===== config.mk =====
export PLATFORM = sky130hd
export DESIGN_NAME = timer16_compare_capture
export DESIGN_NICKNAME = d
export VERILOG_FILES = /design/src/logic/timer16_pkg.sv /design/src/logic/timer16_compare_capture.sv
export VERILOG_INCLUDE_DIRS = /design/src /design/src/logic
export SDC_FILE = /design/constraint.sdc
export NUM_CORES = 1
export LEC_CHECK = 0
export ABC_AREA = 1
export BUFFER_PORTS_ARGS = -buffer_cell sky130_fd_sc_hd__buf_4
export CAP_MARGIN = 20
export CORE_MARGIN = 3
export CORE_UTILIZATION = 32
export CTS_CLUSTER_SIZE = 25
export DETAILED_ROUTE_END_ITERATION = 7
export MAX_ROUTING_LAYER = met4
export PLACE_DENSITY = 0.49
export SYNTH_ARGS = -nofsm -noshare
export SYNTH_HDL_FRONTEND = slang
export SYNTH_SLANG_ARGS = --single-unit

===== constraint.sdc =====
create_clock -name mclk_i -period 3.02 [get_ports mclk_i]
set_input_delay 0.604 -clock mclk_i [delete_from_list [all_inputs] [get_ports mclk_i]]
set_output_delay 0.604 -clock mclk_i [all_outputs]
set_load 0.01 [all_outputs]

===== src/logic/timer16_regs.svh =====
`ifndef TIMER16_REGS_SVH
`define TIMER16_REGS_SVH

// =====================================================================
// Register byte offsets
`define OFS_OUT_PWM_CTRL 8'h00
`define OFS_CAP_CLK_CTRL 8'h04
`define OFS_COUNT 8'h08
`define OFS_COMPARE 8'h0C
`define OFS_CAPTURE 8'h10
`define OFS_FLAGS 8'h14
`define OFS_MASK 8'h18
`define OFS_PIN_CTRL 8'h1C

// =====================================================================
// Field positions
`define MATCH_ACT_HI 7
`define MATCH_ACT_LO 6
`define PWM_SEL_HI 1
`define PWM_SEL_LO 0
`define NOISE_EN_BIT 7
`define EDGE_SEL_BIT 6
`define CLR_MATCH_BIT 3
`define CLK_SEL_HI 2
`define CLK_SEL_LO 0
`define CTRL_A_MASK 8'hC3
`define CTRL_B_MASK 8'hCF
`define FLAG_OVF 0
`define FLAG_MATCH 1
`define FLAG_CAP 2
`define PIN_CMP_DIR 0
`define PIN_CNT_DIR 1
`define PIN_CNT_OUT 2
`define PIN_CAP_SRC 3

// =====================================================================
// Reset values and counts
`define RST_CTRL 8'h00
`define RST_WORD 16'h0000
`define TOP_NORMAL 16'hFFFF
`define TOP_PWM8 16'h00FF
`define TOP_PWM9 16'h01FF
`define TOP_PWM_SEL_LO 16'h03FF
`define NOISE_SAMPLES 4

`endif


===== src/logic/timer16_pkg.sv =====
package timer16_pkg;

    typedef enum logic [2:0] {
        CLK_STOP, CLK_DIV1, CLK_DIV8, CLK_DIV64,
        CLK_DIV256, CLK_DIV1024, CLK_EXT_FALL, CLK_EXT_RISE
    } clk_sel_t;

    typedef enum {DIR_UP, DIR_DOWN} count_dir_t;

    typedef struct packed {
        logic capture;
        logic match;
        logic overflow;
    } flags_t;

    typedef struct packed {
        logic cap_src_cmp;
        logic cnt_out;
        logic cnt_dir;
        logic cmp_dir;
    } pin_ctrl_t;

endpackage


===== src/logic/timer16_compare_capture.sv =====
`timescale 1ns/1ps
`include "timer16_regs.svh"

// Behaviour
// - Clock select: stop, CK, CK/8/64/256/1024, pin falling or rising edge
// - External count pin sampled on CPU clock rising edge before edge detect
// - Count pin edges advance counter even when pin is an output
// - Software write loads counter; counting resumes next timer tick
// - Counter continuously compared; match may clear it and act on pin
// - Match action field: off, toggle, drive low, drive high
// - Compare output reaches pin only when its direction bit is output
// - PWM select: off, 8-bit, 9-bit, 10-bit; action field changes meaning
// - PWM gives glitch-free centred pulses on compare output
// - Up-only outside PWM; up and down alternately in PWM
// - Clear-on-match resets counter to zero on the timer tick after match
// - Undivided clock with compare C counts C-1, C, 0, 1
// - Clear-on-match has no effect in PWM modes
// - Selected capture edge copies counter into capture register
// - Noise filter requires four equal samples before capture
// - Comparator output may replace capture pin as capture source
// - Overflow, match and capture flags, each gated by mask register
// - Reserved control bits read as zero
module timer16_compare_capture
    import timer16_pkg::*;
(
    input wire logic mclk_i,
    input wire logic rstn_i,
    input wire logic ce_i,
    input wire logic psel_i,
    input wire logic penable_i,
    input wire logic pwrite_i,
    input wire logic [7:0] paddr_i,
    input wire logic [31:0] pwdata_i,
    output logic [31:0] prdata_o,
    output logic pready_o,
    output logic pslverr_o,
    input wire logic count_in_pin_i,
    output logic count_in_pin_o,
    output logic count_in_pin_oe_o,
    input wire logic capture_pin_i,
    input wire logic comparator_out_i,
    output logic compare_out_pin_o,
    output logic compare_out_pin_oe_o,
    output logic [2:0] irq_req_o
);

    // =================================================================
    // Registers
    logic [7:0] ctrl_a_reg;
    logic [7:0] ctrl_b_reg;
    logic [15:0] count_reg;
    logic [15:0] compare_reg;
    logic [15:0] compare_buf_reg;
    logic [15:0] capture_reg;
    flags_t flags_reg;
    flags_t mask_reg;
    pin_ctrl_t pin_reg;
    count_dir_t dir_reg;

    logic bus_wr;
    logic wr_ctrl_a, wr_ctrl_b, wr_count, wr_compare;
    logic wr_flags, wr_mask, wr_pin;
    logic addr_ok;
    logic [31:0] rd_next;

    assign bus_wr = psel_i && penable_i && pready_o && pwrite_i && ce_i;
    assign wr_ctrl_a = bus_wr && paddr_i == `OFS_OUT_PWM_CTRL;
    assign wr_ctrl_b = bus_wr && paddr_i == `OFS_CAP_CLK_CTRL;
    assign wr_count = bus_wr && paddr_i == `OFS_COUNT;
    assign wr_compare = bus_wr && paddr_i == `OFS_COMPARE;
    assign wr_flags = bus_wr && paddr_i == `OFS_FLAGS;
    assign wr_mask = bus_wr && paddr_i == `OFS_MASK;
    assign wr_pin = bus_wr && paddr_i == `OFS_PIN_CTRL;

    always_comb begin
        addr_ok = 1'b1;
        rd_next = 32'h0000_0000;
        case (paddr_i)
            `OFS_OUT_PWM_CTRL: rd_next[7:0] = ctrl_a_reg;
            `OFS_CAP_CLK_CTRL: rd_next[7:0] = ctrl_b_reg;
            `OFS_COUNT: rd_next[15:0] = count_reg;
            `OFS_COMPARE: rd_next[15:0] = compare_reg;
            `OFS_CAPTURE: rd_next[15:0] = capture_reg;
            `OFS_FLAGS: rd_next[2:0] = flags_reg;
            `OFS_MASK: rd_next[2:0] = mask_reg;
            `OFS_PIN_CTRL: rd_next[3:0] = pin_reg;
            default: addr_ok = 1'b0;
        endcase
    end

    // =================================================================
    // APB slave: answer prepared in the setup cycle, so no wait state
    always_ff @(posedge mclk_i or negedge rstn_i) begin
        if (!rstn_i) begin
            pready_o <= 1'b0;
            pslverr_o <= 1'b0;
            prdata_o <= 32'h0000_0000;
        end else if (ce_i) begin
            pready_o <= psel_i && !penable_i;
            pslverr_o <= psel_i && !penable_i && !addr_ok;
            prdata_o <= (psel_i && !penable_i) ? rd_next : 32'h0000_0000;
        end
    end

    always_ff @(posedge mclk_i or negedge rstn_i) begin
        if (!rstn_i) begin
            ctrl_a_reg <= `RST_CTRL;
            ctrl_b_reg <= `RST_CTRL;
            compare_reg <= `RST_WORD;
            mask_reg <= '0;
            pin_reg <= '0;
        end else if (ce_i) begin
            // Reserved bits never stored
            if (wr_ctrl_a)
                ctrl_a_reg <= pwdata_i[7:0] & `CTRL_A_MASK;
            if (wr_ctrl_b)
                ctrl_b_reg <= pwdata_i[7:0] & `CTRL_B_MASK;
            if (wr_compare)
                compare_reg <= pwdata_i[15:0];
            if (wr_mask)
                mask_reg <= pwdata_i[2:0];
            if (wr_pin)
                pin_reg <= pwdata_i[3:0];
        end
    end

    // =================================================================
    // Decoded controls
    clk_sel_t clk_sel;
    logic [1:0] pwm_sel, match_act;
    logic pwm_on, clr_on_match, noise_en, edge_rise;
    logic [15:0] top;

    assign clk_sel = clk_sel_t'(ctrl_b_reg[`CLK_SEL_HI:`CLK_SEL_LO]);
    assign pwm_sel = ctrl_a_reg[`PWM_SEL_HI:`PWM_SEL_LO];
    assign match_act = ctrl_a_reg[`MATCH_ACT_HI:`MATCH_ACT_LO];
    assign pwm_on = pwm_sel != 2'h0;
    assign clr_on_match = ctrl_b_reg[`CLR_MATCH_BIT] && !pwm_on;
    assign noise_en = ctrl_b_reg[`NOISE_EN_BIT];
    assign edge_rise = ctrl_b_reg[`EDGE_SEL_BIT];

    always_comb begin
        case (pwm_sel)
            2'h1: top = `TOP_PWM8;
            2'h2: top = `TOP_PWM9;
            2'h3: top = `TOP_PWM_SEL_LO;
            default: top = `TOP_NORMAL;
        endcase
    end

    // =================================================================
    // Pin synchronisers and prescaler
    logic [1:0] cnt_sync, cap_sync, cmp_sync;
    logic cnt_prev;
    logic [9:0] presc_reg;

    always_ff @(posedge mclk_i or negedge rstn_i) begin
        if (!rstn_i) begin
            cnt_sync <= 2'h0;
            cap_sync <= 2'h0;
            cmp_sync <= 2'h0;
            cnt_prev <= 1'b0;
        end else if (ce_i) begin
            // Pin read back, so software driving it as output still counts
            cnt_sync <= {cnt_sync[0], count_in_pin_i};
            cap_sync <= {cap_sync[0], capture_pin_i};
            cmp_sync <= {cmp_sync[0], comparator_out_i};
            cnt_prev <= cnt_sync[1];
        end
    end

    always_ff @(posedge mclk_i or negedge rstn_i) begin
        if (!rstn_i)
            presc_reg <= 10'h000;
        else if (ce_i)
            presc_reg <= presc_reg + 10'h001;
    end

    logic tick;
    always_comb begin
        case (clk_sel)
            CLK_STOP: tick = 1'b0;
            CLK_DIV1: tick = 1'b1;
            CLK_DIV8: tick = &presc_reg[2:0];
            CLK_DIV64: tick = &presc_reg[5:0];
            CLK_DIV256: tick = &presc_reg[7:0];
            CLK_DIV1024: tick = &presc_reg[9:0];
            // Edge caught only if pin holds a level for a clock
            CLK_EXT_FALL: tick = cnt_prev && !cnt_sync[1];
            CLK_EXT_RISE: tick = !cnt_prev && cnt_sync[1];
            default: tick = 1'b0;
        endcase
    end

    // =================================================================
    // Counter and compare
    logic match_now, match_prev, match_evt;
    logic at_top, at_bottom, wrap_evt;
    logic [15:0] cmp_eff;

    // PWM compares against a copy refreshed only at top: no glitches
    assign cmp_eff = pwm_on ? compare_buf_reg : compare_reg;
    assign match_now = count_reg == cmp_eff;
    assign match_evt = match_now && !match_prev;
    assign at_top = count_reg == top;
    assign at_bottom = count_reg == 16'h0000;
    assign wrap_evt = tick && !wr_count && !pwm_on && at_top
        && !(clr_on_match && match_now);

    always_ff @(posedge mclk_i or negedge rstn_i) begin
        if (!rstn_i) begin
            count_reg <= `RST_WORD;
            dir_reg <= DIR_UP;
        end else if (ce_i) begin
            if (wr_count) begin
                count_reg <= pwdata_i[15:0];
            end else if (tick) begin
                if (!pwm_on) begin
                    dir_reg <= DIR_UP;
                    if (clr_on_match && match_now)
                        count_reg <= 16'h0000;
                    else
                        count_reg <= count_reg + 16'h0001;
                end else begin
                    case (dir_reg)
                        DIR_UP: begin
                            if (count_reg >= top) begin
                                dir_reg <= DIR_DOWN;
                                count_reg <= top - 16'h0001;
                            end else begin
                                count_reg <= count_reg + 16'h0001;
                            end
                        end
                        DIR_DOWN: begin
                            if (at_bottom) begin
                                dir_reg <= DIR_UP;
                                count_reg <= 16'h0001;
                            end else begin
                                count_reg <= count_reg - 16'h0001;
                            end
                        end
                        default: dir_reg <= DIR_UP;
                    endcase
                end
            end
        end
    end

    always_ff @(posedge mclk_i or negedge rstn_i) begin
        if (!rstn_i) begin
            compare_buf_reg <= `RST_WORD;
            // Reset count equals reset compare: no false match event
            match_prev <= 1'b1;
        end else if (ce_i) begin
            match_prev <= match_now;
            if (!pwm_on || (tick && at_top))
                compare_buf_reg <= compare_reg;
        end
    end

    // =================================================================
    // Compare output pin
    always_ff @(posedge mclk_i or negedge rstn_i) begin
        if (!rstn_i) begin
            compare_out_pin_o <= 1'b0;
        end else if (ce_i && match_evt) begin
            if (!pwm_on) begin
                case (match_act)
                    2'h1: compare_out_pin_o <= !compare_out_pin_o;
                    2'h2: compare_out_pin_o <= 1'b0;
                    2'h3: compare_out_pin_o <= 1'b1;
                    default: compare_out_pin_o <= compare_out_pin_o;
                endcase
            end else if (match_act[1]) begin
                // Centred pulse: opposite levels up and down
                compare_out_pin_o <= (dir_reg == DIR_UP) ^ !match_act[0];
            end
        end
    end

    always_ff @(posedge mclk_i or negedge rstn_i) begin
        if (!rstn_i) begin
            compare_out_pin_oe_o <= 1'b0;
            count_in_pin_o <= 1'b0;
            count_in_pin_oe_o <= 1'b0;
        end else if (ce_i) begin
            compare_out_pin_oe_o <= pin_reg.cmp_dir
                && (pwm_on ? match_act[1] : match_act != 2'h0);
            count_in_pin_o <= pin_reg.cnt_out;
            count_in_pin_oe_o <= pin_reg.cnt_dir;
        end
    end

    // =================================================================
    // Input capture
    logic cap_sample, lvl_reg, lvl_next, cap_evt;
    logic [`NOISE_SAMPLES-1:0] hist_reg;

    assign cap_sample = pin_reg.cap_src_cmp ? cmp_sync[1]
        : cap_sync[1];

    always_comb begin
        lvl_next = lvl_reg;
        if (!noise_en)
            lvl_next = cap_sample;
        else if (&hist_reg)
            lvl_next = 1'b1;
        else if (~|hist_reg)
            lvl_next = 1'b0;
    end

    assign cap_evt = (lvl_next != lvl_reg)
        && (lvl_next == edge_rise);

    always_ff @(posedge mclk_i or negedge rstn_i) begin
        if (!rstn_i) begin
            hist_reg <= '0;
            lvl_reg <= 1'b0;
            capture_reg <= `RST_WORD;
        end else if (ce_i) begin
            hist_reg <= {hist_reg[`NOISE_SAMPLES-2:0], cap_sample};
            lvl_reg <= lvl_next;
            if (cap_evt)
                capture_reg <= count_reg;
        end
    end

    // =================================================================
    // Flags: write one to clear, a new event wins over the clear
    flags_t set_now;
    logic pwm_bottom;
    assign pwm_bottom = pwm_on && tick && !wr_count
        && dir_reg == DIR_DOWN && count_reg == 16'h0001;
    assign set_now = '{capture: cap_evt, match: match_evt,
        overflow: wrap_evt || pwm_bottom};

    always_ff @(posedge mclk_i or negedge rstn_i) begin
        if (!rstn_i) begin
            flags_reg <= '0;
            irq_req_o <= 3'h0;
        end else if (ce_i) begin
            flags_reg <= (flags_reg & ~(wr_flags ? pwdata_i[2:0] : 3'h0))
                | set_now;
            irq_req_o <= flags_reg & mask_reg;
        end
    end

    // =================================================================
    // Checks
    a_setup_ready: assert property (@(posedge mclk_i) disable iff (!rstn_i)
        ce_i && psel_i && !penable_i |=> pready_o)
        else $error("no answer after setup");
    a_match_clear: assert property (
        @(posedge mclk_i) disable iff (!rstn_i)
        ce_i && tick && !wr_count && !pwm_on && clr_on_match && match_now
        |=> count_reg == 16'h0000)
        else $error("counter not cleared on match");
    a_pwm_no_clear: assert property (
        @(posedge mclk_i) disable iff (!rstn_i)
        ce_i && pwm_on && tick && !wr_count && dir_reg == DIR_UP
        && count_reg < top |=> count_reg == $past(count_reg) + 16'h0001)
        else $error("pwm up count wrong");
    a_stop_hold: assert property (
        @(posedge mclk_i) disable iff (!rstn_i)
        ce_i && clk_sel == CLK_STOP && !wr_count |=> $stable(count_reg))
        else $error("stopped counter moved");
    a_wrap_flag: assert property (
        @(posedge mclk_i) disable iff (!rstn_i)
        ce_i && !pwm_on && tick && !wr_count && count_reg == 16'hFFFF
        && !(clr_on_match && match_now)
        |=> count_reg == 16'h0000 ##1 irq_req_o[0] || !mask_reg.overflow)
        else $error("wrap not flagged");
    a_capture_copy: assert property (
        @(posedge mclk_i) disable iff (!rstn_i)
        ce_i && cap_evt |=> capture_reg == $past(count_reg)
        && flags_reg.capture)
        else $error("capture value wrong");
    a_load_write: assert property (
        @(posedge mclk_i) disable iff (!rstn_i)
        wr_count |=> count_reg == $past(pwdata_i[15:0]))
        else $error("counter write lost");
    a_pin_dir: assert property (
        @(posedge mclk_i) disable iff (!rstn_i)
        ce_i && !pin_reg.cmp_dir |=> !compare_out_pin_oe_o)
        else $error("compare pin driven while input");
    a_reserved_zero: assert property (
        @(posedge mclk_i) disable iff (!rstn_i)
        pready_o && psel_i && paddr_i == `OFS_OUT_PWM_CTRL
        |-> prdata_o[5:2] == 4'h0)
        else $error("reserved bits read nonzero");
    a_noise_hold: assert property (
        @(posedge mclk_i) disable iff (!rstn_i)
        ce_i && noise_en && cap_evt |-> hist_reg == {4{edge_rise}})
        else $error("capture before four samples agree");

endmodule // timer16_compare_capture


## Yosys cells after proc, flatten, opt, wreduce, memory -nomap -nowiden

Index checks and enable logic that the tools add are counted.
Widths: inputs -> output; s select.

| word-level totals | value |
|---|---|
| logic and storage cells | 172 |
| bits of input ports | 49 |
| register bits | 180 |
| output and inout port bits | 41 |

| cells by class | value |
|---|---|
| bitwise gates (word level) | 6 |
| eq/ne operators | 31 |
| order comparisons | 1 |
| reductions and logical operators | 68 |
| $add $sub $neg | 4 |
| multiplexer cells | 29 |

Operators by type and width:

| operator | count |
|---|---|
| $mux 16 | 8 |
| $mux 32 | 3 |
| $logic_not 32->1 | 2 |
| $pmux 32 s2 | 1 |
| $pmux 16 s3 | 1 |
| $eq 16x16->1 | 2 |
| $eq 32x1->1 const B | 1 |
| $eq 32x2->1 const B | 1 |
| $eq 8x5->1 const B | 4 |
| $pmux 16 s2 | 1 |
| $sub 16x1->16 const B | 2 |
| $logic_and 1x1->1 | 30 |
| $pmux 3 s8 | 1 |
| $pmux 8 s3 | 1 |
| $pmux 4 s5 | 1 |
| $add 16x1->16 const B | 1 |
| $eq 16x1->1 const B | 1 |
| $eq 8x4->1 const B | 2 |
| $ge 16x16->1 | 1 |
| $logic_not 16->1 | 1 |
| $reduce_and 2->1 | 7 |
| $eq 3x3->1 const B | 4 |
| $add 10x1->10 const B | 1 |
| $logic_not 1->1 | 10 |
| other kinds (33) | 52 |

## Depth between registers and ports, before layout

Gate-level depths: netlist of run 1.

| depth | value |
|---|---|
| word-level depth | 12 |
| mapped depth | 20 |

## Worst setup path after synthesis of run 1

Ideal clock, no wire load.

| path | value |
|---|---|
| path type | register to register |
| from | register ctrl_a_reg[0] |
| to | register count_reg[1] |
| stages on the path, launching flop included | 20 |
| buffers on the path | 3 |
| period minus slack after synthesis | 2.672 ns |
| arrival | 2.542 ns |
| library setup time | 0.129 ns |
| slack | 0.348 ns |
| cells stage by stage | dfrtp_1 inv_1 ha_1 buf_6 inv_4 buf_6 clkbuf_1 ha_1 nand2_1 inv_1 nand2_1 nor2_1 nand2_1 nand3_1 nand3_1 nand2_1 nor2_1 nand2_1 nand2_1 o21ai_0 |

| between the ends | value |
|---|---|
| word-level cells in the longest chain between the ends | 8 |

RTL lines:

| item | RTL line | RTL |
|---|---|---|
| start: declaration | timer16_compare_capture.sv:49 | `logic [7:0] ctrl_a_reg;` |
| start signal: assignment | timer16_compare_capture.sv:107 | `` ctrl_a_reg <= `RST_CTRL; `` |
| start signal: assignment | timer16_compare_capture.sv:115 | `` ctrl_a_reg <= pwdata_i[7:0] & `CTRL_A_MASK; `` |
| $eq 2x2->1, or another cell as far along | timer16_compare_capture.sv:143 | `case (pwm_sel)` |
| $pmux 16 s3, or another cell as far along | timer16_compare_capture.sv:143 |  |
| $ge 16x16->1, or another cell as far along | timer16_compare_capture.sv:227 | `if (count_reg >= top) begin` |
| $mux 16 or $logic_and 1x1->1 (tied branches) | timer16_compare_capture.sv:227, timer16_compare_capture.sv:220 |  |
| $pmux 16 s2 or $mux 16 (tied branches) | timer16_compare_capture.sv:225, timer16_compare_capture.sv:220 |  |
| $mux 16 | timer16_compare_capture.sv:218 | `if (!pwm_on) begin` |
| $mux 16 | timer16_compare_capture.sv:217 | `end else if (tick) begin` |
| $mux 16 | timer16_compare_capture.sv:215 | `if (wr_count) begin` |
| end signal: assignment | timer16_compare_capture.sv:216 | `count_reg <= pwdata_i[15:0];` |
| end signal: assignment | timer16_compare_capture.sv:223 | `count_reg <= count_reg + 16'h0001;` |
| end signal: assignment | timer16_compare_capture.sv:229 | `count_reg <= top - 16'h0001;` |
| end: declaration | timer16_compare_capture.sv:51 | `logic [15:0] count_reg;` |

Parallel ways exist; a longest one is shown, timed or not. The select of a mux whose other input is x is not followed.
A chain may end at the register's enable or synchronous reset.

## Worst setup path in the final report of run 1

| path | value |
|---|---|
| from | register ctrl_a_reg[0] |
| to | register flags_reg[0] (netlist bit) |

| between the ends | value |
|---|---|
| word-level cells in the longest chain between the ends | 8 |

RTL lines:

| item | RTL line | RTL |
|---|---|---|
| branches (longest 6 deep; another with $pmux 16 s3) | n/a |  |
| $logic_or 1x1->1 * | timer16_compare_capture.sv:335 | `overflow: wrap_evt \|\| pwm_bottom};` |
| $or 3x3->3 * | timer16_compare_capture.sv:343 | `\| set_now;` |
| end signal: assignment | timer16_compare_capture.sv:342 | `flags_reg <= (flags_reg & ~(wr_flags ? pwdata_i[2:0] : 3'h0))` |
| end: declaration | timer16_compare_capture.sv:55 | `flags_t flags_reg;` |

Every way passes the cells marked *.

==> metrics.txt, run 1 <==
Fin. Hold Viols=0; core area=24390 um^2; Comb power frac=0.100; share of layout cells above drive strength 1=0.1171; hold_buf cts=0; Port Buf Inserts=57; root cell of the clock tree=clkbuf_16; largest family of logic cells by synthesized area=simple AND/OR/NAND/NOR gates; Detail Placement HPWL=17060 um; Post-DRT Antenna Nets=0; Reg2Reg Launch Point=ctrl_a_reg[0]; power per cell area=just over 500 nW/um^2; Leakage Power=about 4.6 nW; Worst-Margin Slew=0.5997 ns; Arr. time, crit path=3.01 ns; CTS tree=yes; reg2reg end=flags_reg[0]; most frequent cell after synthesis=nand2_1; nets=1215; mux share of post-synthesis cell area=0; post-synthesis compound-gate area fraction=0.1207; Synth top area share=0.4154; Yosys warning total=0; status=finished, final reports clean; syn avg cell area=7.229 um^2; Max transition margin=0.6002; worst skew pair latency=0.43 ns; top post-synthesis cells by area=dfrtp_1, nand2_1, o21ai_0, nand3_1, inv_1; First-pass DRT Iterations=5; Clock Path Buffers=2; Post-CTS Resized=0; R2R cell count=13; Synth top cells by count=nand2_1, dfrtp_1, inv_1, o21ai_0, nand3_1; Die ar.=between 20000 and 30000 um^2; worst min path class=in2async; Req. time, crit path=3.33 ns; max-cap violations=0; Setup CP Type=reg2reg; DP Cell Count=1453; top_reg_cell synth=dfrtp_1; Placer Congestion=0.8898; vias per cell=4.760; clock share of power=0.470; endpoints failing setup=0; share of flip-flops with an asynchronous set or reset=1.000; n_diodes=0; largest net degree at the start of global routing=60; Sw Share=0.2695; detailed-route via count=7069; num rows=57; Pins Over Slew Limit=0; Fillers=around 2.5k; Finished Cell Area=9280 um^2; Layout area overhead=16.71%; Starting Density=0.3260; CTS clk-pin slew, worst paths=0.06 ns; num ports=90; Psw=1.296 mW; Starting DRT DRC Count=491; crit path time final=2.703 ns; DR WL/cell=15.80 um; post-synth top area cell=dfrtp_1; global-route wire length before repair=between 30000 and 40000 um; Num CTS Buffers=17; internal power=3.512 mW; setup tns final=0 ns; unrepaired setup endpoints after global routing=false; simple-gate share of the synthesized area=0.3026; flops & latches, synth=133; sequential share of power=0.429; Residual DRC=0; kind of end point of the critical path=flop; clk_skew=0.01211 ns; Max FO, Critical Path=25; DIE HEIGHT=about 160 um; post-route insts no fill=1485; Final WS setup=0.3173 ns; post-synthesis cell type count=39; XOR/XNOR Fraction of Synth Area=0.03304; routed wire length=roughly 23000 um; antenna violations before repair=0; Syn Inst Count=1100; register area share after synthesis=0.4187; EDFF count, synth=0; Adder-Cell Fraction of Synth Area=0.02832; Mapped Area=7951 um^2; # Post-CTS Setup Buffers=0; placed instance area=8643 um^2; VDD IR max=0.0003544 V; H-tree depth=4; fin crit share=0.8949; Max Freq=around 370 MHz; vias in the first global route=6764; pre-CTS setup slack=0.2033 ns; R2R setup slack=0.32 ns; Die W=163.6 um; Global Route Usage Sum=0.1881; Finished Core Util=0.3805; Crit. Startpoint=ctrl_a_reg[0]; GRT overflow=0; clk sinks=133; CP startpoint kind=flop
metrics by stage:
| stage | power [mW] | hold slack, ns |
|---|---|---|
| finish | 4.807 | 0.1618 |
| global route | 5.032 | 0.1951 |
| CTS | 4.855 | 0.1815 |
| detailed placement | 2.583 | 0.4591 |
| global placement | 2.576 | 0.4552 |
| floorplan | 2.395 | 0.3084 |
worst max-delay path, cell delays in order, from the launching register on:
cell     delay, ns
dfrtp_1       0.36
inv_1         0.10
ha_1          0.28
inv_4         0.16
buf_4         0.38
nand2_1       0.12
nand3_1       0.10
nand2_1       0.05
nor2_1        0.09
nand2_1       0.08
nor2_2        0.19
nand3_4       0.27
nand3_1       0.29
nand2_1       0.07
power groups by stage:
stage	clock, mW	combinational, mW	sequential, mW
2_1_floorplan	0	0.347	2.05
3_3_place_gp	0	0.483	2.09
3_5_place_dp	0	0.491	2.09
4_1_cts	2.30	0.491	2.06
5_1_grt	2.39	0.559	2.09
6_report	2.26	0.483	2.06
cell usage in the layout (no fill, tap or decap), drive strengths merged:
| master | netlist | final |
|---|---|---|
| nand3b | 2 | 2 |
| nand2 | 370 | 370 |
| a21oi | 30 | 30 |
| clkinv | 3 | 6 |
| o21a | 1 | 1 |
| a31oi | 1 | 1 |
| nor3 | 11 | 11 |
| conb | 1 | 16 |
| clkbuf | 23 | 19 |
| dfstp | 1 | 1 |
| clkinvlp | 0 | 2 |
| nor2 | 84 | 84 |
| xor2 | 27 | 27 |
| nand4 | 13 | 13 |
| o22ai | 7 | 7 |
| dfrtp | 132 | 132 |
| o211ai | 3 | 3 |
| bufinv | 0 | 4 |
| o21ai | 117 | 117 |
| o21bai | 1 | 1 |
| a211oi | 2 | 2 |
| ha | 18 | 18 |
| a21o | 1 | 1 |
| o31ai | 3 | 3 |
| nand3 | 90 | 90 |
| inv | 109 | 113 |
| buf | 37 | 74 |
| a221oi | 10 | 10 |
| xnor2 | 3 | 3 |
kinds of logic after synthesis:
family | after synthesis
AOI/OAI and AO/OA | 176
xor gates and xnor gates | 30
buffers and inverters | 172
and+or+nand+nor | 570
adders and majority gates | 18
other | 1
DFF | 133
routing by layer:
metal  global-route usage  wire [um]  vias to the layer above
met5                    -          0                        -
met4              0.05575        418                        0
met3              0.03348        997                       32
met2               0.2687      10130                      163
met1               0.2715      11920                     3261
li1                     -          -                     3613
worst max path at each step:
stage          slack [ns]                   to  cells past startpoint
6_report             0.32         flags_reg[0]                     13
5_1_grt              0.02    compare_out_pin_o                     15
4_1_cts              0.21  compare_buf_reg[15]                     13
3_5_place_dp         0.20  compare_buf_reg[10]                     12
3_3_place_gp         0.26  compare_buf_reg[10]                     13
2_1_floorplan        0.35         count_reg[1]                     19
final cells by class:
class                      count  area [um^2]  area share
timing repair buffer          74        571.8     0.06162
sequential                   133         3329      0.3588
clock buffer                  19        432.9     0.04665
inverter                     112        422.9     0.04557
clock inverter                13        198.9     0.02144
tap                          324        405.4     0.04368
multi-input combinational    810         3919      0.4223
No activity file was read; power rests on OpenSTA's default activity.
==> run 2: changes to the inputs <==
--- a/config.mk
+++ b/config.mk
@@ -8,9 +8,9 @@
 export LEC_CHECK = 0
 export ABC_AREA = 1
 export BUFFER_PORTS_ARGS = -buffer_cell sky130_fd_sc_hd__buf_4
-export CAP_MARGIN = 20
 export CORE_MARGIN = 3
 export CORE_UTILIZATION = 32
+export CTS_BUF_LIST = sky130_fd_sc_hd__clkbuf_8 sky130_fd_sc_hd__clkbuf_16
 export CTS_CLUSTER_SIZE = 25
 export DETAILED_ROUTE_END_ITERATION = 7
 export MAX_ROUTING_LAYER = met4
==> metrics.txt, run 2 (synthesis gave the netlist of run 1 again) <==
Leakage Power=4.614 nW; Die ar.=around 27000 um^2; Detail Placement HPWL=17060 um; vias in the first global route=6765; Max transition margin=0.6043; R2R setup slack=0.31 ns; unrepaired setup endpoints after global routing=false; Crit. Startpoint=ctrl_a_reg[0]; num ports=90; Global Route Usage Sum=0.1881; clk_skew=about 0.013 ns; H-tree depth=4; Max Freq=approximately 370 MHz; Starting Density=0.3260; CP startpoint kind=flop; Setup CP Type=reg2reg; worst skew pair latency=0.43 ns; status=finished, final reports clean; kind of end point of the critical path=flop; CTS clk-pin slew, worst paths=0.06 ns; Fillers=2545; Layout area overhead=16.71%; multi-input logic area=3919 um^2; R2R cell count=13; core area=about 24000 um^2; GRT overflow=0; crit path capture=flags_reg[0]; CTS tree=yes; Die W=between 150 and 200 um; setup tns final=0 ns; detailed-route via count=7112; Placer Congestion=0.8898; Max FO, Critical Path=25; Residual DRC=0; routed wire length=approximately 24000 um; worst min path class=in2async; most frequent cells in the layout=nand2_1, dfrtp_1, inv_1; endpoints failing setup=0; Worst-Margin Slew=0.5936 ns; n_diodes=0; global-route wire length before repair=37740 um; First-pass DRT Iterations=6; Fin. Hold Viols=0; Req. time, crit path=3.33 ns; Port Buf Inserts=57; reg2reg end=flags_reg[0]; Starting DRT DRC Count=500; power per cell area=just over 500 nW/um^2; root cell of the clock tree=clkbuf_16; Arr. time, crit path=3.02 ns; clk sinks=about 130; register area=3329 um^2; num rows=57; VDD IR max=0.0003543 V; Post-DRT Antenna Nets=0; fin crit share=0.8975; Pins Over Slew Limit=0; crit path time final=between 2 and 3 ns; Finished Core Util=0.3805; DIE HEIGHT=163.6 um; commonest non-fill, non-tap cell in the layout=nand2_1; Reg2Reg Launch Point=ctrl_a_reg[0]; largest net degree at the start of global routing=60; hold_buf cts=0; nets=1215; DR WL/cell=15.84 um; antenna violations before repair=0; vias per cell=4.789; Num CTS Buffers=17; Clock Path Buffers=2; max-cap violations=0; share of layout cells above drive strength 1=0.1171
-- run 2: cell count changes in the layout (fill, tap and decap cells not counted) --
| cell | before | now |
|---|---|---|
| clkbuf_1 | 2 | 0 |
| inv_1 | 105 | 107 |
-- run 2: worst min-delay path by stage --
stage,startpoint,to,slack (ns),cells past startpoint
final,rstn_i,prdata_o[13],0.16,1
after global routing,rstn_i,prdata_o[13],0.19,1
after CTS,rstn_i,prdata_o[12],0.18,1
after global placement,cap_sync[1],cap_sync[1],0.46,2
after detailed placement,cap_sync[0],cap_sync[0],0.46,2
after floorplan,rstn_i,cap_sync[0],0.31,0
-- run 2: cell type report --
cell class | instances | share of cell area
clock buffers | 17 | 0.04584
clock inverters | 15 | 0.02225
inverters | 112 | 0.04557
multi-input cells | 810 | 0.4223
flip-flops and latches | 133 | 0.3588
well taps | 324 | 0.04368
repair buffers | 74 | 0.06162
-- run 2: critical path, stage by stage, from the launching register on --
cell and delay (ns):
dfrtp_1 0.36, inv_1 0.10, ha_1 0.28, inv_4 0.16, buf_4 0.38, nand2_1 0.13
nand3_1 0.10, nand2_1 0.05, nor2_1 0.09, nand2_1 0.08, nor2_2 0.20, nand3_4 0.28
nand3_1 0.30, nand2_1 0.07
-- run 2: metrics by stage --
step | hold WS, ns | cells | cell area (um^2) | power [mW] | worst slack (ns)
floorplan | 0.3084 | 1115 | 8008 | 2.395 | 0.3485
global placement | 0.4552 | 1453 | 8643 | 2.576 | 0.2630
detailed placement | 0.4591 | 1453 | 8643 | 2.583 | 0.2033
CTS | 0.1813 | 1485 | 9275 | 4.849 | 0.2142
global route | 0.1950 | 1485 | 9280 | 5.026 | 0.01650
finish | 0.1628 | 1485 | 9280 | 4.799 | 0.3095
-- run 2: power breakdown --
group / internal (mW) / switching (mW) / leakage [nW] / total, mW
combinational: 0.178 / 0.305 / 2.56 / 0.483
sequential: 1.93 / 0.131 / 1.74 / 2.07
clock: 1.39 / 0.858 / 0.309 / 2.25
-- run 2: metal layers --
metal / vias up / GRT usage / part of all wire
li1: 3611 / - / -
met1: 3289 / 0.2715 / 0.50
met2: 184 / 0.2687 / 0.43
met3: 28 / 0.03348 / 0.047
met4: 0 / 0.05575 / 0.017
met5: - / - / 0
-- run 2: timing repair --
action | CTS | global route
endpoints found under the setup margin | 0 | 15
setup buffers | 0 | 0
resized for setup | 0 | 1
